File: src/rtl/frtc_cfg.svh
`ifndef FRTC_CFG_SVH
`define FRTC_CFG_SVH

`define FRTC_A_CNT_HI    8'h00
`define FRTC_A_CNT_LO    8'h04
`define FRTC_A_SHD_HI    8'h08
`define FRTC_A_SHD_LO    8'h0c
`define FRTC_A_STATUS    8'h10
`define FRTC_A_CTRL_ONE  8'h14
`define FRTC_A_CTRL_TWO  8'h18
`define FRTC_A_IRQ_MASK  8'h1c
`define FRTC_A_SYS       8'h20

`define FRTC_CNT_RESET   16'hfffc
`define FRTC_CNT_WRAP    16'hffff

`define FRTC_B_OVF       0
`define FRTC_B_OVERFLOW_IRQ_ENABLE      5
`define FRTC_B_EDGE      0
`define FRTC_B_CC_LO     2
`define FRTC_B_HALT      0
`define FRTC_B_IMASK     1

`define FRTC_CC_DIV4     2'b00
`define FRTC_CC_DIV2     2'b01
`define FRTC_CC_DIV8     2'b10
`define FRTC_CC_EXT      2'b11

`define FRTC_PRE_W       3

`endif

File: src/rtl/frtc_pkg.sv
package frtc_pkg;

    typedef struct packed {
        logic [7:0]  paddr;
        logic        psel;
        logic        penable;
        logic        pwrite;
        logic [31:0] pwdata;
    } frtc_apb_req_t;

    typedef struct packed {
        logic [31:0] prdata;
        logic        pready;
        logic        pslverr;
    } frtc_apb_rsp_t;

    typedef enum logic [1:0] {
        FRTC_RD_LIVE = 2'b01,
        FRTC_RD_HELD = 2'b10
    } frtc_rd_state_t;

    typedef struct packed {
        logic [15:0]    count;
        logic [7:0]     lo_buf;
        frtc_rd_state_t rd_st;
        logic           ovf;
        logic           ovf_armed;
        logic           irq_en;
        logic           irq_mask;
        logic [1:0]     clk_sel;
        logic           edge_sel;
        logic           halt;
        logic           cpu_imask;
        logic [2:0]     pre;
        logic           ext_d;
        logic           ext_tick;
    } frtc_state_t;

endpackage

File: src/rtl/frtc_timer.sv
// Behaviour
// - 16-bit up counter, read as two bytes
// - clock from cpu/2, /4, /8 or external
// - field value 11 selects external clock
// - edge select bit picks external active edge
// - external ticks aligned to cpu clock
// - reset and low-byte write load fffc
// - high-byte read freezes low byte buffer
// - unpreceded low read returns live byte
// - wrap ffff to 0000 sets overflow flag
// - interrupt needs enable and cpu mask clear
// - flag clears after status read, low access
// - shadow view never clears overflow flag
// - counting continues in wait mode
// - halt freezes count, resumes held value
// - unbonded input pin reads as one
// - instances start together from reset
//
// Design decisions made here: the placing of the registers and the APB interface to the registers.
`timescale 1ns/10ps
`default_nettype none
`include "frtc_cfg.svh"

module frtc_timer (
    input  wire logic                    pclk,
    input  wire logic                    presetn,
    input  wire frtc_pkg::frtc_apb_req_t apb_req,
    output var  frtc_pkg::frtc_apb_rsp_t apb_rsp,
    input  wire logic                    ext_clock_pin,
    input  wire logic                    ext_clock_bonded,
    output logic                         irq
);
    import frtc_pkg::*;

    frtc_state_t s_r;
    frtc_state_t s_nxt;

    logic        wr_en;
    logic        rd_en;
    logic        ext_level;
    logic        tick;
    logic [7:0]  lo_sel;
    logic [31:0] rdata;
    logic        hit;

    function automatic logic is_addr(input logic [7:0] a,
                                     input logic [7:0] ref_a);
        return a == ref_a;
    endfunction

    assign wr_en = apb_req.psel & apb_req.penable & apb_req.pwrite;
    assign rd_en = apb_req.psel & apb_req.penable & ~apb_req.pwrite;
    // unbonded pin sensed high
    assign ext_level = ext_clock_bonded ? ext_clock_pin : 1'b1;

    always_comb begin
        case (s_r.clk_sel)
            `FRTC_CC_DIV2: tick = s_r.pre[0];
            `FRTC_CC_DIV4: tick = &s_r.pre[1:0];
            `FRTC_CC_DIV8: tick = &s_r.pre;
            `FRTC_CC_EXT:  tick = s_r.ext_tick;
            default:       tick = 1'b0;
        endcase
    end

    // live byte unless a high read has frozen the buffer
    assign lo_sel = (s_r.rd_st == FRTC_RD_HELD) ? s_r.lo_buf
                                                : s_r.count[7:0];

    always_comb begin
        rdata = 32'h0000_0000;
        hit   = 1'b1;
        case (apb_req.paddr)
            `FRTC_A_CNT_HI, `FRTC_A_SHD_HI: rdata[7:0] = s_r.count[15:8];
            `FRTC_A_CNT_LO, `FRTC_A_SHD_LO: rdata[7:0] = lo_sel;
            `FRTC_A_STATUS:   rdata[`FRTC_B_OVF] = s_r.ovf;
            `FRTC_A_CTRL_ONE: rdata[`FRTC_B_OVERFLOW_IRQ_ENABLE] = s_r.irq_en;
            `FRTC_A_CTRL_TWO: rdata[3:0] = {s_r.clk_sel, 1'b0, s_r.edge_sel};
            `FRTC_A_IRQ_MASK: rdata[`FRTC_B_OVF] = s_r.irq_mask;
            `FRTC_A_SYS:      rdata[1:0] = {s_r.cpu_imask, s_r.halt};
            default:          hit = 1'b0;
        endcase
    end

    always_comb begin
        logic lo_main;
        logic lo_any;
        logic wrap;
        lo_main = is_addr(apb_req.paddr, `FRTC_A_CNT_LO);
        lo_any  = lo_main | is_addr(apb_req.paddr, `FRTC_A_SHD_LO);
        wrap    = 1'b0;
        s_nxt   = s_r;
        s_nxt.ext_tick = 1'b0;

        // prescaler and edge detect stop during halt, wait has no effect
        if (!s_r.halt) begin
            s_nxt.pre   = s_r.pre + 3'd1;
            s_nxt.ext_d = ext_level;
            // registered edge pulse keeps counter on cpu clock domain
            s_nxt.ext_tick = (s_r.edge_sel ? (ext_level & ~s_r.ext_d)
                                           : (~ext_level & s_r.ext_d));
        end

        if (tick && !s_r.halt) begin
            s_nxt.count = s_r.count + 16'd1;
            wrap = (s_r.count == `FRTC_CNT_WRAP);
        end

        if (rd_en) begin
            if (is_addr(apb_req.paddr, `FRTC_A_CNT_HI) ||
                is_addr(apb_req.paddr, `FRTC_A_SHD_HI)) begin
                // buffer only on the first high read of a sequence
                if (s_r.rd_st == FRTC_RD_LIVE) begin
                    s_nxt.lo_buf = s_r.count[7:0];
                end
                s_nxt.rd_st = FRTC_RD_HELD;
            end
            if (lo_any) begin
                s_nxt.rd_st = FRTC_RD_LIVE;
            end
            if (is_addr(apb_req.paddr, `FRTC_A_STATUS) && s_r.ovf) begin
                s_nxt.ovf_armed = 1'b1;
            end
        end

        if (wr_en) begin
            if (lo_any) begin
                s_nxt.count = `FRTC_CNT_RESET;
                s_nxt.pre   = 3'd0;
                s_nxt.rd_st = FRTC_RD_LIVE;
                wrap        = 1'b0;
            end
            case (apb_req.paddr)
                `FRTC_A_CTRL_ONE: s_nxt.irq_en = apb_req.pwdata[`FRTC_B_OVERFLOW_IRQ_ENABLE];
                `FRTC_A_CTRL_TWO: begin
                    s_nxt.clk_sel  = apb_req.pwdata[`FRTC_B_CC_LO +: 2];
                    s_nxt.edge_sel = apb_req.pwdata[`FRTC_B_EDGE];
                end
                `FRTC_A_IRQ_MASK: s_nxt.irq_mask = apb_req.pwdata[`FRTC_B_OVF];
                `FRTC_A_SYS: begin
                    s_nxt.halt      = apb_req.pwdata[`FRTC_B_HALT];
                    s_nxt.cpu_imask = apb_req.pwdata[`FRTC_B_IMASK];
                end
                `FRTC_A_STATUS: begin
                    if (apb_req.pwdata[`FRTC_B_OVF]) begin
                        s_nxt.ovf       = 1'b0;
                        s_nxt.ovf_armed = 1'b0;
                    end
                end
                default: ;
            endcase
        end

        // two-step clear through main low byte; shadow view excluded
        if ((rd_en || wr_en) && lo_main && s_r.ovf_armed) begin
            s_nxt.ovf       = 1'b0;
            s_nxt.ovf_armed = 1'b0;
        end

        // a wrap in the clearing cycle keeps the flag
        if (wrap) begin
            s_nxt.ovf       = 1'b1;
            s_nxt.ovf_armed = 1'b0;
        end
    end

    // every instance leaves reset at fffc with a zero prescaler
    always_ff @(posedge pclk or negedge presetn) begin
        if (!presetn) begin
            s_r           <= '0;
            s_r.count     <= `FRTC_CNT_RESET;
            s_r.rd_st     <= FRTC_RD_LIVE;
            s_r.irq_mask  <= 1'b1;
            s_r.ext_d     <= 1'b1;
        end else begin
            s_r <= s_nxt;
        end
    end

    // pending flag held until enable, irq_mask and cpu mask allow it
    assign irq = s_r.ovf & s_r.irq_en & s_r.irq_mask & ~s_r.cpu_imask;

    always_comb begin
        apb_rsp.prdata  = rd_en ? rdata : 32'h0000_0000;
        apb_rsp.pready  = 1'b1;
        apb_rsp.pslverr = apb_req.psel & apb_req.penable & ~hit;
    end

endmodule
`default_nettype wire

File: config.mk
export PLATFORM = sky130hd
export DESIGN_NAME = frtc_timer
export DESIGN_NICKNAME = d
export VERILOG_FILES = /design/src/rtl/frtc_pkg.sv /design/src/rtl/frtc_timer.sv
export VERILOG_INCLUDE_DIRS = /design/src /design/src/rtl
export SDC_FILE = /design/constraint.sdc
export NUM_CORES = 1
export LEC_CHECK = 0
export BUFFER_PORTS_ARGS = -buffer_cell sky130_fd_sc_hd__buf_2
export CELL_PAD_IN_SITES_DETAIL_PLACEMENT = 0
export CELL_PAD_IN_SITES_GLOBAL_PLACEMENT = 1
export CORE_UTILIZATION = 39
export CTS_CLUSTER_SIZE = 12
export DETAILED_ROUTE_END_ITERATION = 10
export GPL_TIMING_DRIVEN = 0
export HOLD_SLACK_MARGIN = 0.1
export PLACE_DENSITY = 0.91
export REMOVE_ABC_BUFFERS = 1
export SLEW_MARGIN = 20
export SYNTH_ARGS = -nofsm -noshare
export SYNTH_HDL_FRONTEND = slang
export SYNTH_SLANG_ARGS = --single-unit
File: constraint.sdc
create_clock -name pclk -period 2 [get_ports pclk]
set_input_delay 0.2 -clock pclk [delete_from_list [all_inputs] [get_ports pclk]]
set_output_delay 0.2 -clock pclk [all_outputs]
set_load 0.02 [all_outputs]
== Yosys cells after proc, flatten, opt, wreduce, memory -nomap -nowiden ==
Index checks and enable logic that the tools add are counted.
Widths: inputs -> output; s select.

* Register bits: 40
* Latch bits: 0
* Memory bits (writable): 0
* ROM bits: 0
* Bits of input ports: 47
* Output and inout port bits: 35
* Word-level logic and storage cells: 103
* Memories: 0

* Add/sub/neg operators: 2
* Multipliers: 0
* Div/mod/pow operators: 0
* Order comparisons: 0
* Eq/ne operators: 14
* Shift-type cells: 0
* Mux-type cells: 35
* Bitwise logic cells: 15
* Reduce and logical (&&, ||, !) cells: 23

{| class="wikitable"
|+ Operators with widths
! kind !! number
|-
| $mux 16 || 3
|-
| $eq 8x5->1 const B || 4
|-
| $mux 2 || 9
|-
| $add 16x1->16 const B || 1
|-
| $eq 16x16->1 const B || 1
|-
| $eq 8x4->1 const B || 2
|-
| $mux 8 || 2
|-
| $mux 14 || 1
|-
| $mux 1 || 10
|-
| $reduce_and 2->1 || 5
|-
| $and 1x1->1 || 9
|-
| $reduce_and 3->1 || 3
|-
| $reduce_bool 3->1 || 3
|-
| $reduce_or 9->1 || 1
|-
| $eq 8x3->1 const B || 1
|-
| $eq 8x6->1 const B || 1
|-
| $logic_not 8->1 || 1
|-
| $eq 2x2->1 const B || 3
|-
| $mux 3 || 2
|-
| $pmux 1 s3 || 2
|-
| $pmux 1 s6 || 1
|-
| $pmux 2 s3 || 1
|-
| $mux 5 || 1
|-
| $not 1->1 || 5
|-
| other kinds (11) || 17
|}

== Depth between registers and ports, before layout ==
* Depth in word-level cells: 9
* Depth in mapped cells: 7
* Depth with buffers taken out: 6

== Least setup slack after synthesis ==
Ideal clock, no wire load.

* Path kind: register -> output
* Start: register s_r[14] (netlist name)
* End: output port apb_rsp[7] (netlist name)
* Data arrival time: 1667 ps
* Required time: 1800 ps
* Setup slack: 133 ps
* Cell stages (with the launch flop): 6
* Buffers on the path: 1
* Path through: dfstp_2 nor2b_1 buf_2 mux2_2 nand2_1 a311oi_1

{| class="wikitable"
|+ RTL lines
! item !! line !! text
|-
| start, declared || frtc_timer.sv:35 || <nowiki>frtc_state_t s_r;</nowiki>
|-
| start signal, assigned || frtc_timer.sv:176 || <nowiki>s_r <= s_nxt;</nowiki>
|-
| end, declared || frtc_timer.sv:28 || <nowiki>output var frtc_pkg::frtc_apb_rsp_t apb_rsp,</nowiki>
|}

==> impl_metrics.env <==
export IMPL_status="completed"
export IMPL_hold_violations=0
export IMPL_synth_main_ff_cell="dfrtp_1"
export IMPL_cts_tree="done"
export IMPL_powerDensity_nw_per_um2=762
export IMPL_die_area_um2=6990
export IMPL_hold_end="s_r[5]$_DFFE_PN0P_"
export IMPL_synth_seq_area_share_pct=39.4
export IMPL_synth_xor_xnor_area_share_pct=1.69
export IMPL_crit_slowest_cell="dfstp_2"
export IMPL_ys_ff_latch=40
export IMPL_clk_pin_slew_ps=80
export IMPL_min_period_over_period_pct=99.8
export IMPL_slew_viol_final=0
export IMPL_synth_enable_flop_cells=0
export IMPL_startpoint_type="flip-flop"
export IMPL_layout_setup_ws_ps=3.63
export IMPL_hold_path_class="in -> reg"
export IMPL_dp_hpwl_um=4000
export IMPL_grt_max_degree=41
export IMPL_fill_cells=605
export IMPL_place_congestion=0.802
export IMPL_coreArea_um2=6390
export IMPL_grt_overflow_total=0
export IMPL_crit_fanout=4
export IMPL_cp_cell_sequence="nor2b_4 > buf_4 > mux2_4 > a32oi_1 > o21ai_1 > buf_4"
export IMPL_rsz0062_at_grt="yes"
export IMPL_worstSetupPathDepth=6
export IMPL_worst_ep_arrival_time_ps=1800
export IMPL_preCtsSetupSlack_ps=-257
export IMPL_cts_sink_count=40
export IMPL_synth_compound_area_share_pct=10.7
export IMPL_synth_cell_types=59
export IMPL_cp_top_family="flip-flops"
export IMPL_setup_viol=0
export IMPL_timing_rr_end="s_r[38]$_DFF_PN1_"
export IMPL_grt_pass1_wl_um=9470
export IMPL_finish_utilization_pct=45.7
export IMPL_tightest_slew_ps=905
export IMPL_top_register="s_r"
export IMPL_numCtsBuffers=5
export IMPL_path_buf_inv=2
export IMPL_drive_gt1_share_pct=27.9
export IMPL_relSlewSlack_pct=39.7
export IMPL_min_period_ps=2000
export IMPL_wl_per_cell_um=14.9
export IMPL_synth_top_family_by_area="simple AND/OR/NAND/NOR gates"
export IMPL_dr_total_vias=2102
export IMPL_most_common_layout_cells="buf_2, conb_1, dfrtp_1, nand2_1, dfstp_2"
export IMPL_row_count=29
export IMPL_seqCellArea_um2=1020
export IMPL_numPortBuffers=29
export IMPL_worstPathRequired_ps=1800
export IMPL_min_from="apb_req[1]"
export IMPL_track_usage_pct=16.8
export IMPL_cp_end_kind="primary output"
export IMPL_peakVddDrop_mv=0.317
export IMPL_async_reset_ff_share_pct=100
export IMPL_chipHeight_um=83.6
export IMPL_largest_reg_flops=40
export IMPL_postRouteAntennaNets=0
export IMPL_firstDrtPassIters=4
export IMPL_wl_um=5570
export IMPL_grt_pass1_vias=1961
export IMPL_nets=346
export IMPL_ios=82
export IMPL_synth_area_mux_share_pct=12.9
export IMPL_cts_root_buf="clkbuf_8"
export IMPL_die_w_um=83.6
export IMPL_multiInputGateArea_um2=1440
export IMPL_synthSimpleGateAreaFrac_pct=23.5
export IMPL_fin_skew_ps=12.7
export IMPL_antenna_found_initial=0
export IMPL_r2r_start="s_r[2]$_DFF_PN0_"
export IMPL_top_regs="s_r x40"
export IMPL_final_common_cell="buf_2"
export IMPL_viasPerCell=5.62
export IMPL_htreeDepth=2
export IMPL_max_stage_delay_ps=560
export IMPL_diodes=0
export IMPL_crit_type="reg -> out"
export IMPL_first_iter_violations=112
export IMPL_rr_worst_depth=6
export IMPL_drv_cap=0
export IMPL_yosys_warnings=0
export IMPL_hold_depth=2
export IMPL_syn_avg_cell_area_um2=9.95
export IMPL_max_freq_mhz=501
export IMPL_initial_utilization_pct=40.7
export IMPL_syn_area_um2=2600
export IMPL_drcViolationCount=0
export IMPL_clockBufferDepth=2
export IMPL_synthAdderAreaFrac_pct=1.45
export IMPL_crit_path_frequent_cell="buf_4"
export IMPL_areaGrowthSynthToFinish_pct=12.4
export IMPL_insertion_delay_ps=300
export IMPL_leakagePower_uw=0.00129
export IMPL_syn_inst=261
export IMPL_r2r_slack_ps=120
export IMPL_tns_ps=0
==> cell type report <==
cell class | count | share of cell area, %
multi-input cells | 202 | 49.3
flip-flops and latches | 40 | 35.0
repair buffers | 41 | 8.40
well taps | 77 | 3.30
clock buffers | 7 | 2.96
inverters | 6 | 0.771
clock inverters | 1 | 0.257
==> worst max path at each step <==
stage | start | endpoint | slack, ps
after floorplan | s_r[14]$_DFF_PN1_ | apb_rsp[7] | -40
after global placement | apb_req[42] | apb_rsp[9] | -260
after detailed placement | apb_req[42] | apb_rsp[9] | -260
after CTS | s_r[15]$_DFF_PN0_ | apb_rsp[2] | -20
after global routing | s_r[14]$_DFF_PN1_ | apb_rsp[2] | -40
final | s_r[14]$_DFF_PN1_ | apb_rsp[2] | 4
==> logic make-up after synthesis <==
kind of cell               Yosys count
xor gates and xnor gates             5
adders and majority gates            3
AOI/OAI and AO/OA                   43
and+or+nand+nor                     96
buffers and inverters               42
other                                2
muxes                               30
DFF                                 40
==> power by group <==
part           leakage, uW  switching (uW)  internal [uW]  total [uW]
sequential        0.000482             145            955        1100
combinational     0.000767             323            236         559
clock            0.0000445             288            280         568
==> cells in the mapped netlist (all sizes together) (2+ instances only) <==
master  number  area [um^2]
buf         33          229
nand4        5         31.3
nor3         4         25.0
mux2i       11          110
nor2        12         45.0
conb         2         7.51
and4b        2         20.0
xor2         4         35.0
a32o         2         20.0
nor4         3         25.0
dfstp       17          447
and3         8         50.1
a41oi        4         35.0
nor4b        3         41.3
a21oi        9         45.0
o21ai       15         75.1
nor2b        4         25.0
nand2       21         78.8
clkbuf       3         11.3
nand3b       2         27.5
inv          6         22.5
o31ai        2         15.0
dfrtp       23          576
and4         7         61.3
ha           3         37.5
o31a         2         17.5
nand2b       3         18.8
nand3       11         67.6
mux2        18          203
or4          3         26.3
==> routing by layer <==
metal / track usage (%) / part of all wire [%] / up-vias
met4: 6.63 / 1.8 / 0
met1: 22.7 / 46 / 1052
li1: - / - / 980
met3: 2.97 / 3.9 / 10
met5: 0 / 0 / -
met2: 26.8 / 48 / 60
==> timing repair <==
action	4_1_cts	5_1_grt
pin swaps	0	3
gates cloned	0	0
hold buffers	1	1
hold endpoints to repair	23	1
setup endpoints to repair	17	15
resized for setup	8	5
setup buffers	0	10
==> metrics by stage <==
stage	total power, uW	hold WS, ps	std cells	area (um^2)
floorplan	1440	-95.6	248	2440
global placement	1580	375	354	2690
detailed placement	1610	384	354	2690
CTS	2200	103	363	2820
global route	2380	105	374	2920
finish	2230	112	374	2920
(Power assumes the default switching activity.)
